[src/hdl/pmc_pkg.sv]
package pmc_pkg;
	// operating modes, one-hot
	typedef enum logic [4:0] {
		MODE_FULL_ON   = 5'h01,
		MODE_ACTIVE    = 5'h02,
		MODE_SLEEP     = 5'h04,
		MODE_DEEP      = 5'h08,
		MODE_HIBERNATE = 5'h10
	} mode_t;

	// register indices on the plain port
	localparam logic [3:0] REG_PLL_CONTROL  = 4'h0;
	localparam logic [3:0] REG_REG_CONTROL  = 4'h1;
	localparam logic [3:0] REG_MODE_REQUEST = 4'h2;
	localparam logic [3:0] REG_PERIPH_GATE  = 4'h3;
	localparam logic [3:0] REG_STATUS       = 4'h4;

	// pll control field positions
	localparam int PLL_OFF_BIT    = 0;
	localparam int PLL_BYPASS_BIT = 1;

	// regulator control layout
	localparam int VR_REGULATOR_FREQUENCY_FIELD_LSB  = 0;
	localparam int VR_LEVEL_LSB = 2;
	localparam int VR_LEVEL_W   = 4;
	localparam int VR_BYPASS_BIT = 6;
	localparam logic [1:0] REGULATOR_FREQUENCY_FIELD_HIBERNATE = 2'h0;
	localparam logic [1:0] REGULATOR_FREQUENCY_FIELD_RESET     = 2'h3;
	localparam logic [3:0] LEVEL_RESET    = 4'h8;
	localparam int LEVEL_STEP_MV = 50;

	// mode request codes
	localparam logic [1:0] REQ_FULL_ON = 2'h0;
	localparam logic [1:0] REQ_ACTIVE  = 2'h1;
	localparam logic [1:0] REQ_SLEEP   = 2'h2;
	localparam logic [1:0] REQ_DEEP    = 2'h3;

	localparam int PERIPH_N = 8;

	// clock and supply controls
	typedef struct packed {
		logic pll_enable;
		logic pll_bypass;
		logic core_clock_en;
		logic sys_clock_en;
		logic supply_on;
	} power_ctl_t;
endpackage : pmc_pkg

[src/hdl/pmc_sync.sv]
`timescale 1ns/1ps
// three-stage synchroniser, change accepted when stages two and three agree
module pmc_sync (
	input  wire logic i_clock, // clock
	input  wire logic i_rst,   // sync reset
	input  wire logic i_ce,    // clock enable
	input  wire logic i_async, // pin level
	output logic      o_level  // filtered level
);
	logic s1;
	logic s2;
	logic s3;

	// shift chain, s1 feeds s2 only
	always_ff @(posedge i_clock) begin
		if (i_rst) begin
			s1 <= 1'b0;
			s2 <= 1'b0;
			s3 <= 1'b0;
			o_level <= 1'b0;
		end else if (i_ce) begin
			s1 <= i_async;
			s2 <= s1;
			s3 <= s2;
			if (s2 == s3)
				o_level <= s3;
		end
	end
endmodule : pmc_sync

[src/hdl/pmc_rise.sv]
`timescale 1ns/1ps
// one-cycle pulse on a rising level
module pmc_rise (
	input  wire logic i_clock, // clock
	input  wire logic i_rst,   // sync reset
	input  wire logic i_ce,    // clock enable
	input  wire logic i_level, // synchronised level
	output logic      o_pulse  // rise pulse
);
	logic last;

	// remember previous level
	always_ff @(posedge i_clock) begin
		if (i_rst)
			last <= 1'b0;
		else if (i_ce)
			last <= i_level;
	end

	assign o_pulse = i_level & ~last;
endmodule : pmc_rise

[src/hdl/power_mode_controller.sv]
// The implementer's own choices: the register offsets and the address-and-strobe port.
`timescale 1ns/1ps
module power_mode_controller #(
	parameter int PERIPH_N = pmc_pkg::PERIPH_N
) (
	input  wire logic                i_clock,       // 100 MHz clock
	input  wire logic                i_rst,         // sync reset, high
	input  wire logic                i_ce,          // clock enable
	input  wire logic [3:0]          i_addr,        // register index
	input  wire logic [31:0]         i_wdata,       // write data
	input  wire logic                i_wr,          // write strobe
	input  wire logic                i_rd,          // read strobe
	input  wire logic                i_rtc_wake,    // rtc interrupt pin
	input  wire logic                i_reset_wake,  // reset pin request
	input  wire logic                i_wake_event,  // other wake events
	output logic [31:0]              o_rdata,       // read data
	output pmc_pkg::power_ctl_t      o_power,       // clock/supply ctl
	output logic [3:0]               o_vr_level,    // supply level code
	output logic                     o_vr_bypass,   // regulator bypassed
	output logic                     o_dma_l1_ok,   // dma to l1 allowed
	output logic                     o_pins_float,  // pins high-z
	output logic                     o_boot_start,  // boot pulse
	output logic [PERIPH_N-1:0]      o_periph_clk_en // peripheral gates
);
	pmc_pkg::mode_t      mode;
	pmc_pkg::mode_t      next_mode;
	logic                pll_off;
	logic                pll_bypass;
	logic [1:0]          vr_regulator_frequency_field;
	logic [3:0]          vr_level;
	logic                vr_bypass;
	logic [PERIPH_N-1:0] periph_gate;
	logic                req_valid;
	logic [1:0]          req_code;
	logic                rtc_level;
	logic                rst_level;
	logic                rtc_pulse;
	logic                rst_pulse;
	logic                hib_write;
	logic                boot_req;

	// pin synchronisers
	pmc_sync u_sync_rtc (
		.i_clock (i_clock),
		.i_rst   (i_rst),
		.i_ce    (i_ce),
		.i_async (i_rtc_wake),
		.o_level (rtc_level)
	);
	pmc_sync u_sync_rst (
		.i_clock (i_clock),
		.i_rst   (i_rst),
		.i_ce    (i_ce),
		.i_async (i_reset_wake),
		.o_level (rst_level)
	);
	pmc_rise u_rise_rtc (
		.i_clock (i_clock),
		.i_rst   (i_rst),
		.i_ce    (i_ce),
		.i_level (rtc_level),
		.o_pulse (rtc_pulse)
	);
	pmc_rise u_rise_rst (
		.i_clock (i_clock),
		.i_rst   (i_rst),
		.i_ce    (i_ce),
		.i_level (rst_level),
		.o_pulse (rst_pulse)
	);

	// write decode to hibernate
	assign hib_write = i_wr && (i_addr == pmc_pkg::REG_REG_CONTROL) &&
		(i_wdata[pmc_pkg::VR_REGULATOR_FREQUENCY_FIELD_LSB +: 2] ==
		 pmc_pkg::REGULATOR_FREQUENCY_FIELD_HIBERNATE);

	// pll control register
	always_ff @(posedge i_clock) begin
		if (i_rst) begin
			pll_off    <= 1'b0;
			pll_bypass <= 1'b0;
		end else if (i_ce) begin
			if (i_wr && i_addr == pmc_pkg::REG_PLL_CONTROL) begin
				// pll may only be switched off in active mode
				if (mode == pmc_pkg::MODE_ACTIVE)
					pll_off <= i_wdata[pmc_pkg::PLL_OFF_BIT];
				else
					pll_off <= 1'b0;
				pll_bypass <= i_wdata[pmc_pkg::PLL_BYPASS_BIT];
			end
			// a wake into full-on must not leave the pll marked off
			if (next_mode == pmc_pkg::MODE_FULL_ON)
				pll_off <= 1'b0;
		end
	end

	// regulator control register
	always_ff @(posedge i_clock) begin
		if (i_rst) begin
			vr_regulator_frequency_field   <= pmc_pkg::REGULATOR_FREQUENCY_FIELD_RESET;
			vr_level  <= pmc_pkg::LEVEL_RESET;
			vr_bypass <= 1'b0;
		end else if (i_ce) begin
			// a wake from hibernate undoes the 00 that caused it
			if (boot_req) begin
				vr_regulator_frequency_field <= pmc_pkg::REGULATOR_FREQUENCY_FIELD_RESET;
			end else if (i_wr &&
				i_addr == pmc_pkg::REG_REG_CONTROL) begin
				vr_regulator_frequency_field   <= i_wdata[pmc_pkg::VR_REGULATOR_FREQUENCY_FIELD_LSB +: 2];
				vr_level  <= i_wdata[pmc_pkg::VR_LEVEL_LSB +:
					pmc_pkg::VR_LEVEL_W];
				vr_bypass <= i_wdata[pmc_pkg::VR_BYPASS_BIT];
			end
		end
	end

	// peripheral clock gates
	always_ff @(posedge i_clock) begin
		if (i_rst)
			periph_gate <= {PERIPH_N{1'b1}};
		else if (i_ce && i_wr && i_addr == pmc_pkg::REG_PERIPH_GATE)
			periph_gate <= i_wdata[PERIPH_N-1:0];
	end

	// mode request latch, consumed by the sequencer
	always_ff @(posedge i_clock) begin
		if (i_rst) begin
			req_valid <= 1'b0;
			req_code  <= pmc_pkg::REQ_FULL_ON;
		end else if (i_ce) begin
			if (i_wr && i_addr == pmc_pkg::REG_MODE_REQUEST) begin
				req_valid <= 1'b1;
				req_code  <= i_wdata[1:0];
			end else begin
				// a request is acted on in the next cycle only
				req_valid <= 1'b0;
			end
		end
	end

	// wake out of hibernate starts a boot
	assign boot_req = (mode == pmc_pkg::MODE_HIBERNATE) &&
		(rtc_pulse || rst_pulse);

	// next mode selection
	always_comb begin
		next_mode = mode;
		case (mode)
		pmc_pkg::MODE_FULL_ON, pmc_pkg::MODE_ACTIVE: begin
			// software requests are only heard while the core runs
			if (hib_write) begin
				next_mode = pmc_pkg::MODE_HIBERNATE;
			end else if (req_valid) begin
				case (req_code)
				pmc_pkg::REQ_FULL_ON: begin
					if (!pll_off)
						next_mode = pmc_pkg::MODE_FULL_ON;
				end
				pmc_pkg::REQ_ACTIVE: begin
					next_mode = pmc_pkg::MODE_ACTIVE;
				end
				pmc_pkg::REQ_SLEEP: begin
					if (!pll_off)
						next_mode = pmc_pkg::MODE_SLEEP;
				end
				pmc_pkg::REQ_DEEP: begin
					next_mode = pmc_pkg::MODE_DEEP;
				end
				default: begin
					next_mode = mode;
				end
				endcase
			end
		end
		pmc_pkg::MODE_SLEEP: begin
			// any wake source ends sleep
			if (i_wake_event || rtc_pulse || rst_pulse) begin
				if (pll_bypass)
					next_mode = pmc_pkg::MODE_ACTIVE;
				else
					next_mode = pmc_pkg::MODE_FULL_ON;
			end
		end
		pmc_pkg::MODE_DEEP: begin
			// other wake events ignored here
			if (rst_pulse)
				next_mode = pmc_pkg::MODE_FULL_ON;
			else if (rtc_pulse)
				next_mode = pmc_pkg::MODE_ACTIVE;
		end
		pmc_pkg::MODE_HIBERNATE: begin
			// only the rtc or the reset pin restore the supply
			if (boot_req)
				next_mode = pmc_pkg::MODE_FULL_ON;
		end
		default: begin
			next_mode = pmc_pkg::MODE_FULL_ON;
		end
		endcase
	end

	// mode register
	always_ff @(posedge i_clock) begin
		if (i_rst)
			mode <= pmc_pkg::MODE_FULL_ON;
		else if (i_ce)
			mode <= next_mode;
	end

	// clock, pll and supply outputs from next mode
	always_ff @(posedge i_clock) begin
		if (i_rst) begin
			o_power.pll_enable    <= 1'b1;
			o_power.pll_bypass    <= 1'b0;
			o_power.core_clock_en <= 1'b1;
			o_power.sys_clock_en  <= 1'b1;
			o_power.supply_on     <= 1'b1;
		end else if (i_ce) begin
			// all off but the supply unless a mode says otherwise
			o_power.pll_enable    <= 1'b0;
			o_power.pll_bypass    <= 1'b0;
			o_power.core_clock_en <= 1'b0;
			o_power.sys_clock_en  <= 1'b0;
			o_power.supply_on     <= 1'b1;
			case (next_mode)
			pmc_pkg::MODE_FULL_ON: begin
				// pll locked and in the path, both clocks run
				o_power.pll_enable    <= 1'b1;
				o_power.core_clock_en <= 1'b1;
				o_power.sys_clock_en  <= 1'b1;
			end
			pmc_pkg::MODE_ACTIVE: begin
				// input clock straight through, pll may be off
				o_power.pll_enable    <= ~pll_off;
				o_power.pll_bypass    <= 1'b1;
				o_power.core_clock_en <= 1'b1;
				o_power.sys_clock_en  <= 1'b1;
			end
			pmc_pkg::MODE_SLEEP: begin
				// core halted, system clock keeps peripherals alive
				o_power.pll_enable   <= 1'b1;
				o_power.pll_bypass   <= pll_bypass;
				o_power.sys_clock_en <= 1'b1;
			end
			pmc_pkg::MODE_DEEP: begin
				// only the asynchronous blocks keep running
				o_power.pll_enable <= 1'b0;
			end
			pmc_pkg::MODE_HIBERNATE: begin
				// supply off, every clock and the pll stopped
				o_power.supply_on <= 1'b0;
			end
			default: begin
				o_power.supply_on <= 1'b1;
			end
			endcase
		end
	end

	// dma to level-one memory only while active
	always_ff @(posedge i_clock) begin
		if (i_rst)
			o_dma_l1_ok <= 1'b0;
		else if (i_ce)
			// sleep and every other mode refuse it
			o_dma_l1_ok <= (next_mode ==
				pmc_pkg::MODE_ACTIVE);
	end

	// pins float while the core supply is off
	always_ff @(posedge i_clock) begin
		if (i_rst)
			o_pins_float <= 1'b0;
		else if (i_ce)
			o_pins_float <= (next_mode ==
				pmc_pkg::MODE_HIBERNATE);
	end

	// regulator level, bypass and peripheral gate outputs
	always_ff @(posedge i_clock) begin
		if (i_rst) begin
			o_vr_level      <= pmc_pkg::LEVEL_RESET;
			o_vr_bypass     <= 1'b0;
			o_periph_clk_en <= {PERIPH_N{1'b1}};
		end else if (i_ce) begin
			o_vr_level      <= vr_level;
			o_vr_bypass     <= vr_bypass;
			o_periph_clk_en <= periph_gate;
		end
	end

	// one-cycle boot pulse on the way out of hibernate
	always_ff @(posedge i_clock) begin
		if (i_rst)
			o_boot_start <= 1'b0;
		else if (i_ce)
			o_boot_start <= boot_req;
	end

	// register read port, data one cycle after strobe
	always_ff @(posedge i_clock) begin
		if (i_rst) begin
			o_rdata <= 32'h0;
		end else if (i_ce) begin
			// idle cycles read back as zero
			o_rdata <= 32'h0;
			if (i_rd) begin
				case (i_addr)
				pmc_pkg::REG_PLL_CONTROL:
					o_rdata <= {30'h0, pll_bypass, pll_off};
				pmc_pkg::REG_REG_CONTROL:
					o_rdata <= {25'h0, vr_bypass, vr_level, vr_regulator_frequency_field};
				pmc_pkg::REG_PERIPH_GATE:
					o_rdata <= 32'(periph_gate);
				pmc_pkg::REG_STATUS:
					o_rdata <= {27'h0, mode};
				default:
					o_rdata <= 32'h0;
				endcase
			end
		end
	end
endmodule : power_mode_controller

[config.mk]
export PLATFORM = sky130hd
export DESIGN_NAME = power_mode_controller
export DESIGN_NICKNAME = d
export VERILOG_FILES = /design/src/hdl/pmc_pkg.sv /design/src/hdl/pmc_sync.sv /design/src/hdl/pmc_rise.sv /design/src/hdl/power_mode_controller.sv
export SDC_FILE = /design/constraint.sdc
export NUM_CORES = 1
export LEC_CHECK = 0
export BUFFER_PORTS_ARGS = -buffer_cell sky130_fd_sc_hd__buf_2
export CAP_MARGIN = 10
export CELL_PAD_IN_SITES_DETAIL_PLACEMENT = 2
export CELL_PAD_IN_SITES_GLOBAL_PLACEMENT = 2
export CORE_MARGIN = 5
export CORE_UTILIZATION = 31
export DETAILED_ROUTE_END_ITERATION = 10
export GPL_ROUTABILITY_DRIVEN = 0
export PLACE_DENSITY_LB_ADDON = 0.1
export SLEW_MARGIN = 30
export SYNTH_ARGS = -nofsm -noshare
export SYNTH_HDL_FRONTEND = slang
export SYNTH_SLANG_ARGS = --single-unit
[constraint.sdc]
create_clock -name i_clock -period 4.9 [get_ports i_clock]
set_input_delay 0.245 -clock i_clock [delete_from_list [all_inputs] [get_ports i_clock]]
set_output_delay 0.245 -clock i_clock [all_outputs]
set_load 0.01 [all_outputs]
==> out/results.ini, run 1 <==
[yosys]
syn_avg_cell_area_um2 = 8.850
synth.area.mux_share_pct = 6.653
ys_types = 54
synth_xor_xnor_area_share_pct = 0.5821
synth-simple-area-share_pct = 23.66
syn-instance-count = 340
synth_flop_cell = dfxtp_1
ys_ff_latch = 64
synth_top_family_by_area = simple AND/OR/NAND/NOR gates
ys_seq_area_share_pct = 42.58
synth_area_um2 = 3009
synth-compound-area-share_pct = 16.42
synth_fa_ha_area_share_pct = 0
yosysWarningCount = 0
synth_edf_count = 0
async_flop_share_pct = 0

[global_route]
grtUsageTotal_pct = 15.07
grt_pass1_wl_mm = 13.88
gr-total-overflow = 0
grt_pass1_vias = 2657
grt_antenna_before_repair = 0
grt_max_degree = 61

[final_layout]
layout_commonest_cell = dfxtp_1
instances_no_fill = 517
nets = 423
num_antenna_cells = 0
n_fill_cell = 1150
area_growth_pct = 13.51
layout-drive-gt1-share_pct = 19.01
mostFrequentLayoutCells = dfxtp_1 (64), nor2_1 (49), buf_2 (48)
utilization_pct = 35.44

[drt]
dr.pass1.iters = 5
routedWlPerCell_um = 16.25
dr.first_iter.drc_count = 69
drt-total-wl_mm = 8.403
antenna_left = 0
drt-vias-per-instance = 4.890
via_count = 2528
drc = 0

[critical_path]
worst_setup_path_end_kind = flip-flop
rrSetupSlack_ns = 2.89
r2r_cells = 6
r2r_end = o_power[2]$_SDFFE_PP1P_
path_class = flip-flop to flip-flop
worstPathMaxFanout = 8
cp.arrival_ns = 2.20
cp.required_ns = 5.09
cp-start-kind = flip-flop
timing.rr.start = mode[3]$_SDFFE_PP0P_

[min_path]
hold_path_end = periph_gate[7]$_SDFFE_PP1P_
worstHoldPathCells = 3
min-delay-start = i_wdata[7]
hold_path_class = primary input to flip-flop

[die]
die_area_um2 = 11780
core_area_um2 = 9639
die_h_um = 108.5
dieWidth_um = 108.5
initial_core_util_pct = 31.22
row_count = 36
io_pins = 97

[clock_network]
cts.sinks = 64
clk_path_buf_depth = 2
cts_resized = 0
numCtsBuffers = 9
insertion_delay_ns = 0.33
tritoncts = yes
path_clk_slew_ns = 0.07
htree_levels = 3
root_buffer = clkbuf_8
post-cts-setup-buffers = 0
ctsHoldBuffers = 0

[timing]
worstMarginPinSlew_ns = 0.8415
rsz0062_at_grt = false
tns_ns = 0
min_period_ns = 2.011
min_period_over_period_pct = 41.05
setup_violations = 0
report.final.slew_viol_count = 0
relSlewSlack_pct = 43.11
finalHoldViolations = 0
holdWs_ns = 0.1382
clock_skew_ns = 0.009024
fmax_mhz = 497.2

[run]
maxCapViolations = 0

[placement]
port_buffers = 48
dp_hpwl_mm = 5.647
dp_cells = 501

[run_status]
status = finished, final reports clean

[pwr]
vdd_ir_drop_max_uv = 106.1
cellLeakagePower_nw = 1.440
powerDensity_nw_per_um2 = 321.7

==> synth_stat cells, drive strengths merged (2+ instances only) <==
master / number / area share [%]
nor4: 3 / 0.62
nand3b: 8 / 2.0
nand2b: 8 / 1.9
a211oi: 2 / 0.50
a21oi: 16 / 2.7
o22ai: 4 / 0.83
or3: 3 / 0.67
nor3: 3 / 0.50
nor2b: 10 / 2.3
nand3: 7 / 1.6
and3: 2 / 0.42
inv: 5 / 0.62
a22oi: 3 / 0.75
a21o: 2 / 0.50
dfxtp: 64 / 43
buf: 31 / 7.6
a211o: 10 / 2.9
and2: 3 / 0.62
o21a: 2 / 0.50
mux2i: 20 / 6.7
nand2: 34 / 4.2
o21ai: 9 / 1.5
nor4b: 2 / 1.1
a32oi: 2 / 0.58
nor2: 50 / 6.3
a222oi: 5 / 1.7
a221oi: 2 / 0.58
clkbuf: 14 / 1.8
o32ai: 2 / 1.5
nand4: 2 / 0.62
==> report_power, final <==
group          switching [mW]  internal [mW]
combinational          0.0750         0.0460
sequential             0.0120          0.534
clock                   0.199          0.233
==> flip-flops by register name (all words and copies together) (netlist names), 2 cells and up <==
| signal | cells |
|---|---|
| o_periph_clk_en | 8 |
| o_rdata | 8 |
| periph_gate | 8 |
| mode | 5 |
| o_power | 5 |
| o_vr_level | 4 |
| vr_level | 4 |
| req_code | 2 |
| vr_regulator_frequency_field | 2 |
==> layer usage <==
metal / track usage [%] / wire length (um)
met5: 0 / 0
met2: 24.40 / 3855
met4: 4.058 / 86
met3: 3.463 / 338
met1: 20.13 / 4123
==> how the worst max path moves through the flow <==
stage | start | to | depth (start not counted)
global placement | i_addr[1] | o_power[2]$_SDFFE_PP1P_ | 7
CTS | mode[3]$_SDFFE_PP0P_ | o_power[2]$_SDFFE_PP1P_ | 6
detailed placement | i_addr[1] | o_power[2]$_SDFFE_PP1P_ | 7
floorplan | mode[3]$_SDFFE_PP0P_ | o_power[4]$_SDFFE_PP1P_ | 8
finish | mode[3]$_SDFFE_PP0P_ | o_power[2]$_SDFFE_PP1P_ | 6
global route | mode[0]$_SDFFE_PP1P_ | pll_off$_SDFFE_PP0P_ | 5
==> worst max-delay path: stages (launching register included) <==
cell and delay (ns):
dfxtp_1 0.53, or2_1 0.27, nor3_1 0.10, nand2_1 0.21, o311ai_0 0.20, o32ai_2 0.40, o21ai_0 0.17
==> cell type report <==
type	instances	area, um2	share of cell area, %
Inverter	5	18.77	0.5494
Clock buffer	12	135.1	3.956
Clock inverter	4	45.04	1.319
Sequential cell	64	1281	37.51
Tap cell	133	166.4	4.872
Timing Repair Buffer	50	255.2	7.473
Multi-Input combinational cell	249	1514	44.32
==> logic make-up after synthesis <==
group | after synthesis
other | 1
flip-flops | 64
multiplexers | 20
XOR/XNOR | 2
AO/OA/AOI/OAI | 65
AND/OR/NAND/NOR | 138
buffers and inverters | 50
==> through the flow <==
step | total power [mW] | worst slack, ns | cell area, um2
finish | 1.099 | 2.889 | 3416
floorplan | 0.6547 | 3.126 | 3095
detailed placement | 0.6796 | 2.695 | 3236
global placement | 0.6774 | 2.734 | 3236
CTS | 1.121 | 2.809 | 3416
global route | 1.156 | 2.753 | 3416
No activity file was read; power rests on OpenSTA's default activity.
==> run 2, diff against run 1 <==
--- a/config.mk
+++ b/config.mk
@@ -10,7 +10,7 @@
 export CELL_PAD_IN_SITES_DETAIL_PLACEMENT = 2
 export CELL_PAD_IN_SITES_GLOBAL_PLACEMENT = 2
 export CORE_MARGIN = 5
-export CORE_UTILIZATION = 31
+export CORE_UTILIZATION = 26
 export DETAILED_ROUTE_END_ITERATION = 10
 export GPL_ROUTABILITY_DRIVEN = 0
 export PLACE_DENSITY_LB_ADDON = 0.1
==> constraint.sdc (replaced) <==
create_clock -name i_clock -period 1.8 [get_ports i_clock]
set_input_delay 0.09 -clock i_clock [delete_from_list [all_inputs] [get_ports i_clock]]
set_output_delay 0.09 -clock i_clock [all_outputs]
set_load 0.01 [all_outputs]
==> run 2 against run 1 <==
Effect of this change:
- largest power group is now the clock network
- register-to-register slack worse by 2.8 ns
- combinational power rose to 3.5 times the previous value
- power rose to 3.3 times the previous value
- critical endpoint is now pll_off$_SDFFE_PP0P_
- clock skew down 0.0013 ns
- wire length up 9.6%
- first-iteration DRC count up 17%
- count of clock-buffer cells in the layout down 1
==> out/results.ini, run 2 (synthesized netlist as in run 1, its figures left out) <==
[critical_path]
crit_start = mode[2]$_SDFFE_PP0P_  ; was mode[3]$_SDFFE_PP0P_
critPathMaxStageDelay_ns = 0.35  ; was 0.53 ns
cp.buffers_inverters = 1  ; was 0
cp-start-kind = flip-flop  ; unchanged
worstPathMaxFanout = 5  ; was 8
path_class = flip-flop to flip-flop  ; unchanged
worst_setup_path_end_kind = flip-flop  ; unchanged
slowest_stage = or3_4  ; was dfxtp_1
crit_chain = or2_4 > or3_4 > nand2b_4 > nor2_4 > o32ai_4 > buf_4 > a21boi_1  ; was or2_1 > nor3_1 > nand2_1 > o311ai_0 > o32ai_2 > o21ai_0
r2r_end = pll_off$_SDFFE_PP0P_  ; was o_power[2]$_SDFFE_PP1P_
timing.rr.start = mode[2]$_SDFFE_PP0P_  ; was mode[3]$_SDFFE_PP0P_
rrSetupSlack_ns = 0.04  ; was 2.89 ns
r2r_cells = 7  ; was 6
path_delay_family = simple AND/OR/NAND/NOR gates  ; was compound AO/OA/AOI/OAI gates
cp.arrival_ns = 1.97  ; was 2.20 ns
cp.required_ns = 2.02  ; was 5.09 ns

[clock_network]
htree_levels = 3  ; unchanged
clk_path_buf_depth = 2  ; unchanged
post-cts-setup-buffers = 0  ; unchanged
numCtsBuffers = 9  ; unchanged
path_clk_slew_ns = 0.05  ; was 0.07 ns
root_buffer = clkbuf_16  ; was clkbuf_8
tritoncts = yes  ; unchanged
cts.sinks = 64  ; unchanged
insertion_delay_ns = 0.33  ; about the same

[global_route]
grt_antenna_before_repair = 0  ; unchanged
grt_pass1_vias = 2922  ; was 2,657
grtUsageTotal_pct = 13.55  ; was 15.07%
gr-total-overflow = 0  ; unchanged
grt_max_degree = 60  ; was 61
grt_pass1_wl_mm = 15.34  ; was 13.88 mm

[timing]
clock_skew_ns = 0.007703  ; was 0.009024 ns
setup_violations = 0  ; unchanged
min_period_ns = 1.760  ; was 2.011 ns
fmax_mhz = 568.2  ; was 497.2 MHz
min_period_over_period_pct = 97.77  ; was 41.05%
finalHoldViolations = 0  ; unchanged
report.final.slew_viol_count = 0  ; unchanged
worstMarginPinSlew_ns = 0.6492  ; was 0.8415 ns
relSlewSlack_pct = 56.72  ; was 43.11%
rsz0062_at_grt = true  ; was false

[run]
maxCapViolations = 0  ; unchanged

[final_layout]
nets = 464  ; was 423
n_fill_cell = 1278  ; was 1,150
num_antenna_cells = 0  ; unchanged
mostFrequentLayoutCells = dfxtp_1 (59), buf_2 (48), nor2_1 (47)  ; was dfxtp_1 (64), nor2_1 (49), buf_2 (48)
stdcell_area_um2 = 3963  ; was 3416 um2
layout_commonest_cell = dfxtp_1  ; unchanged
area_growth_pct = 31.68  ; was 13.51%
top_regs = o_periph_clk_en x8, o_rdata x8, periph_gate x8  ; unchanged
instances_no_fill = 568  ; was 517
layout-drive-gt1-share_pct = 29.88  ; was 19.01%

[run_status]
status = finished, final reports clean  ; unchanged

[die]
die_h_um = 117.6  ; was 108.5 um
row_count = 39  ; was 36
initial_core_util_pct = 26.47  ; was 31.22%
die_area_um2 = 13830  ; was 11,780 um2
dieWidth_um = 117.6  ; was 108.5 um
core_area_um2 = 11370  ; was 9639 um2
io_pins = 97  ; unchanged

[drt]
routedWlPerCell_um = 16.22  ; was 16.25 um
drt-vias-per-instance = 4.725  ; was 4.890
antenna_left = 0  ; unchanged
dr.first_iter.drc_count = 81  ; was 69
dr_wl_met2_mm = 4.333  ; was 3.855 mm
via_count = 2684  ; was 2,528
met3WireLength_um = 360  ; was 338 um
drt-total-wl_mm = 9.211  ; was 8.403 mm
dr.pass1.iters = 7  ; was 5
drc = 0  ; unchanged
highest_layer = met4  ; unchanged
drt-met1-wl_mm = 4.351  ; was 4.123 mm

[placement]
dp_cells = 547  ; was 501
port_buffers = 48  ; unchanged
place_area_um2 = 3531  ; was 3236 um2
dp_hpwl_mm = 6.705  ; was 5.647 mm

[pwr]
powerDensity_nw_per_um2 = 921.0  ; was 321.7 nW/um2
vdd_ir_drop_max_uv = 355.1  ; was 106.1 uV
cellLeakagePower_nw = 1.709  ; was 1.440 nW
total_power_mw = 3.649  ; was 1.099 mW

[min_path]
worstHoldPathCells = 3  ; unchanged
min-delay-start = i_wdata[3]  ; was i_wdata[7]
hold_path_end = periph_gate[3]$_SDFFE_PP1P_  ; was periph_gate[7]$_SDFFE_PP1P_
hold_path_class = primary input to flip-flop  ; unchanged

## run 2: changes by cell type in the layout (fill, tap and decap cells not counted), sizes merged
| cell | change |
|---|---|
| clkinvlp | +1 |
| buf | +36 |
| dlygate4sd3 | +5 |
| clkbuf | -1 |
## run 2: repair_timing
item / CTS / global route
hold buffers: 5 / 0
endpoints found under the setup margin: 9 / 15
endpoints found under the hold margin: 5 / 0
cloned: 0 / 0
gates resized for setup: 6 / 17
pin swaps: 0 / 2
## run 2: per-stage QoR
stage	hold slack, ns	TNS [ns]	setup WS (ns)	util, %
final	0.01004	0	0.04006	34.85
after global routing	0.01146	-0.2445	-0.06569	34.85
after CTS	0.001708	0	0.005331	34.27
after detailed placement	0.3245	-0.4841	-0.08415	31.06
after global placement	0.3132	-0.04223	-0.02446	31.06
after floorplan	0.2110	0	0.02645	-
## run 2: routing by layer
| metal | global-route usage, % | vias up |
|---|---|---|
| li1 | - | 1306 |
| met1 | 17.83 | 1309 |
| met2 | 21.53 | 58 |
| met3 | 2.931 | 11 |
| met4 | 5.448 | 0 |
| met5 | 0 | - |
## run 2: where the power goes
group,total (mW),switching (mW),internal (mW),leakage [nW]
sequential,1.48,0.0260,1.46,0.522
clock,1.74,0.634,1.11,0.145
combinational,0.427,0.237,0.190,1.04
total,3.65,0.897,2.75,1.71
## run 2: layout make-up
class	count	area [um2]	area share [%]
Multi-Input combinational cell	249	1584	39.97
Sequential cell	64	1290	32.55
Timing Repair Buffer	91	591.8	14.94
Clock buffer	11	242.7	6.126
Tap cell	143	178.9	4.515
Clock inverter	5	56.30	1.421
Inverter	5	18.77	0.4736
## run 2: worst max-delay path by stage
stage	to	slack, ns	depth (start not counted)
6_report	pll_off$_SDFFE_PP0P_	0.04	7
5_1_grt	mode[0]$_SDFFE_PP1P_	-0.07	7
4_1_cts	pll_off$_SDFFE_PP0P_	0.005	7
3_5_place_dp	vr_level[1]$_SDFFE_PP0P_	-0.08	8
3_3_place_gp	mode[0]$_SDFFE_PP1P_	-0.02	7
2_1_floorplan	o_power[4]$_SDFFE_PP1P_	0.03	8
## run 2: worst min-delay path, cell delays in order
cell and delay [ns]:
buf_2 0.09, nand2_1 0.05, nand3b_1 0.07
==> run 3, diff against run 2 <==
==> constraint.sdc (replaced) <==
create_clock -name i_clock -period 1.4 [get_ports i_clock]
set_input_delay 0.07 -clock i_clock [delete_from_list [all_inputs] [get_ports i_clock]]
set_output_delay 0.07 -clock i_clock [all_outputs]
set_load 0.01 [all_outputs]
==> run 3 against run 2 <==
Effect of this change:
- the run now ends with negative setup slack left
- die area stayed put
- count of clock-buffer cells in the layout is 3 higher
- final cell count increased by 4.0%
- combinational power rose by 43%
==> out/results.ini, run 3 (synthesized netlist as in run 1, its figures left out) <==
[critical_path]
worstPathMaxFanout = 5  ; unchanged
cp-start-kind = flip-flop  ; unchanged
r2r_cells = 6  ; was 7
cp.required_ns = 1.66  ; was 2.02 ns
cp.arrival_ns = 2.02  ; was 1.97 ns
crit_cells = 6  ; was 7
slowest_stage = dfxtp_4  ; was or3_4
critPathMaxStageDelay_ns = 0.35  ; about the same
cp.buffers_inverters = 0  ; was 1
path_class = flip-flop to flip-flop  ; unchanged
crit_chain = or2_4 > or3_4 > nand2b_4 > o211a_4 > nor2b_4 > o21ai_1  ; was or2_4 > or3_4 > nand2b_4 > nor2_4 > o32ai_4 > buf_4 > a21boi_1
path_delay_family = simple AND/OR/NAND/NOR gates  ; unchanged
worst_setup_path_end_kind = flip-flop  ; unchanged

[pwr]
cellLeakagePower_nw = 1.866  ; was 1.709 nW
powerDensity_nw_per_um2 = 1096  ; was 921.0 nW/um2
vdd_ir_drop_max_uv = 444.3  ; was 355.1 uV
total_power_mw = 4.634  ; was 3.649 mW

[final_layout]
instances_no_fill = 591  ; was 568
n_fill_cell = 1288  ; was 1,278
layout_commonest_cell = dfxtp_1  ; unchanged
mostFrequentLayoutCells = dfxtp_1 (58), buf_4 (52), buf_2 (48)  ; was dfxtp_1 (59), buf_2 (48), nor2_1 (47)
area_growth_pct = 40.54  ; was 31.68%
layout-drive-gt1-share_pct = 35.04  ; was 29.88%
stdcell_area_um2 = 4229  ; was 3963 um2
nets = 489  ; was 464
top_regs = o_periph_clk_en x8, o_rdata x8, periph_gate x8  ; unchanged
num_antenna_cells = 0  ; unchanged

[global_route]
grt_pass1_vias = 3164  ; was 2,922
grt_max_degree = 60  ; unchanged
grtUsageTotal_pct = 14.72  ; was 13.55%
gr-total-overflow = 0  ; unchanged
grt_pass1_wl_mm = 16.55  ; was 15.34 mm
grt_antenna_before_repair = 0  ; unchanged

[clock_network]
insertion_delay_ns = 0.33  ; about the same
clk_path_buf_depth = 2  ; unchanged
htree_levels = 3  ; unchanged
numCtsBuffers = 9  ; unchanged
tritoncts = yes  ; unchanged
root_buffer = clkbuf_16  ; unchanged
path_clk_slew_ns = 0.06  ; was 0.05 ns
cts.sinks = 64  ; unchanged

[placement]
place_area_um2 = 3684  ; was 3531 um2
dp_hpwl_mm = 7.099  ; was 6.705 mm
dp_cells = 564  ; was 547
port_buffers = 48  ; unchanged

[timing]
worst_slack_ns = -0.3645  ; was 0.04006 ns
setup_violations = 21  ; was 0
rsz0062_at_grt = true  ; unchanged
clock_skew_ns = 0.01056  ; was 0.007703 ns
report.final.slew_viol_count = 0  ; unchanged
tns_ns = -5.809  ; was 0 ns
min_period_over_period_pct = 126.0  ; was 97.77%
fmax_mhz = 566.7  ; was 568.2 MHz
min_period_ns = 1.764  ; was 1.760 ns
finalHoldViolations = 0  ; unchanged

[run]
maxCapViolations = 0  ; unchanged

[run_status]
status = finished, violations left  ; was finished, final reports clean
violations = negative setup slack

[drt]
drt-total-wl_mm = 10.20  ; was 9.211 mm
antenna_left = 0  ; unchanged
dr.first_iter.drc_count = 93  ; was 81
drt-vias-per-instance = 4.724  ; was 4.725
drc = 0  ; unchanged
dr.pass1.iters = 5  ; was 7
via_count = 2792  ; was 2,684
routedWlPerCell_um = 17.26  ; was 16.22 um

[die]
die_h_um = 117.6  ; unchanged
core_area_um2 = 11370  ; unchanged
die_area_um2 = 13830  ; unchanged
dieWidth_um = 117.6  ; unchanged
initial_core_util_pct = 26.47  ; unchanged
row_count = 39  ; unchanged
io_pins = 97  ; unchanged

[min_path]
hold_path_class = primary input to flip-flop  ; unchanged
worstHoldPathCells = 4  ; was 3

[run 3: cell types whose count changed in the layout (fill, tap and decap cells not counted), sizes merged]
cell	before	now
bufinv	1	0
clkinvlp	1	0
clkinv	3	0
buf	86	108
clkbuf	11	14
dlygate4sd3	5	8
[run 3: worst min-delay path, delay by kind of cell]
kind                   cells  cell delay [ns]
buffers and inverters      2             0.23
and+or+nand+nor            2             0.12
[run 3: power by group]
part / internal (mW) / total (mW) / switching (mW) / leakage (nW)
clock: 1.32 / 2.11 / 0.790 / 0.135
sequential: 1.87 / 1.91 / 0.0385 / 0.524
combinational: 0.280 / 0.609 / 0.329 / 1.21
[run 3: area by class of cell]
type / instances / area, um2 / area share (%)
Clock buffer: 14 / 274.0 / 6.479
Inverter: 5 / 18.77 / 0.4438
Multi-Input combinational cell: 249 / 1643 / 38.85
Sequential cell: 64 / 1296 / 30.65
Tap cell: 143 / 178.9 / 4.231
Timing Repair Buffer: 116 / 818.3 / 19.35
[run 3: repair_timing]
item / 4_1_cts / 5_1_grt
resized for setup: 19 / 23
hold buffers: 8 / 0
pin swaps: 8 / 9
buffers inserted: 2 / 3
endpoints found under the hold margin: 8 / 0
cloned: 0 / 0
setup endpoints to repair: 22 / 23
[run 3: final timing paths]
kind	from	end	slack [ns]
min reg2reg	o_periph_clk_en[5]$_SDFFE_PP1P_	o_periph_clk_en[5]$_SDFFE_PP1P_	0.46
max reg2reg	mode[3]$_SDFFE_PP0P_	o_power[4]$_SDFFE_PP1P_	-0.36
min	i_wdata[0]	periph_gate[0]$_SDFFE_PP1P_	0.13
max	mode[3]$_SDFFE_PP0P_	o_power[4]$_SDFFE_PP1P_	-0.36
[run 3: per-stage QoR]
step	hold slack, ns	util (%)	setup WS [ns]
floorplan	0.1910	-	-0.3730
global placement	0.2879	32.40	-0.3102
detailed placement	0.3145	32.40	-0.3725
CTS	0.1265	36.24	-0.3196
global route	0.1395	37.20	-0.4251
finish	0.1287	37.20	-0.3645
[run 3: layer usage]
| layer | track usage, % | vias to the layer above | wire [um] | part of all wire (%) |
|---|---|---|---|---|
| met4 | 5.018 | 0 | 249 | 2.4 |
| met1 | 19.17 | 1361 | 4627 | 45 |
| met3 | 3.364 | 17 | 391 | 3.8 |
| li1 | - | 1345 | - | - |
| met2 | 23.94 | 69 | 4932 | 48 |
| met5 | 0 | - | 0 | 0 |
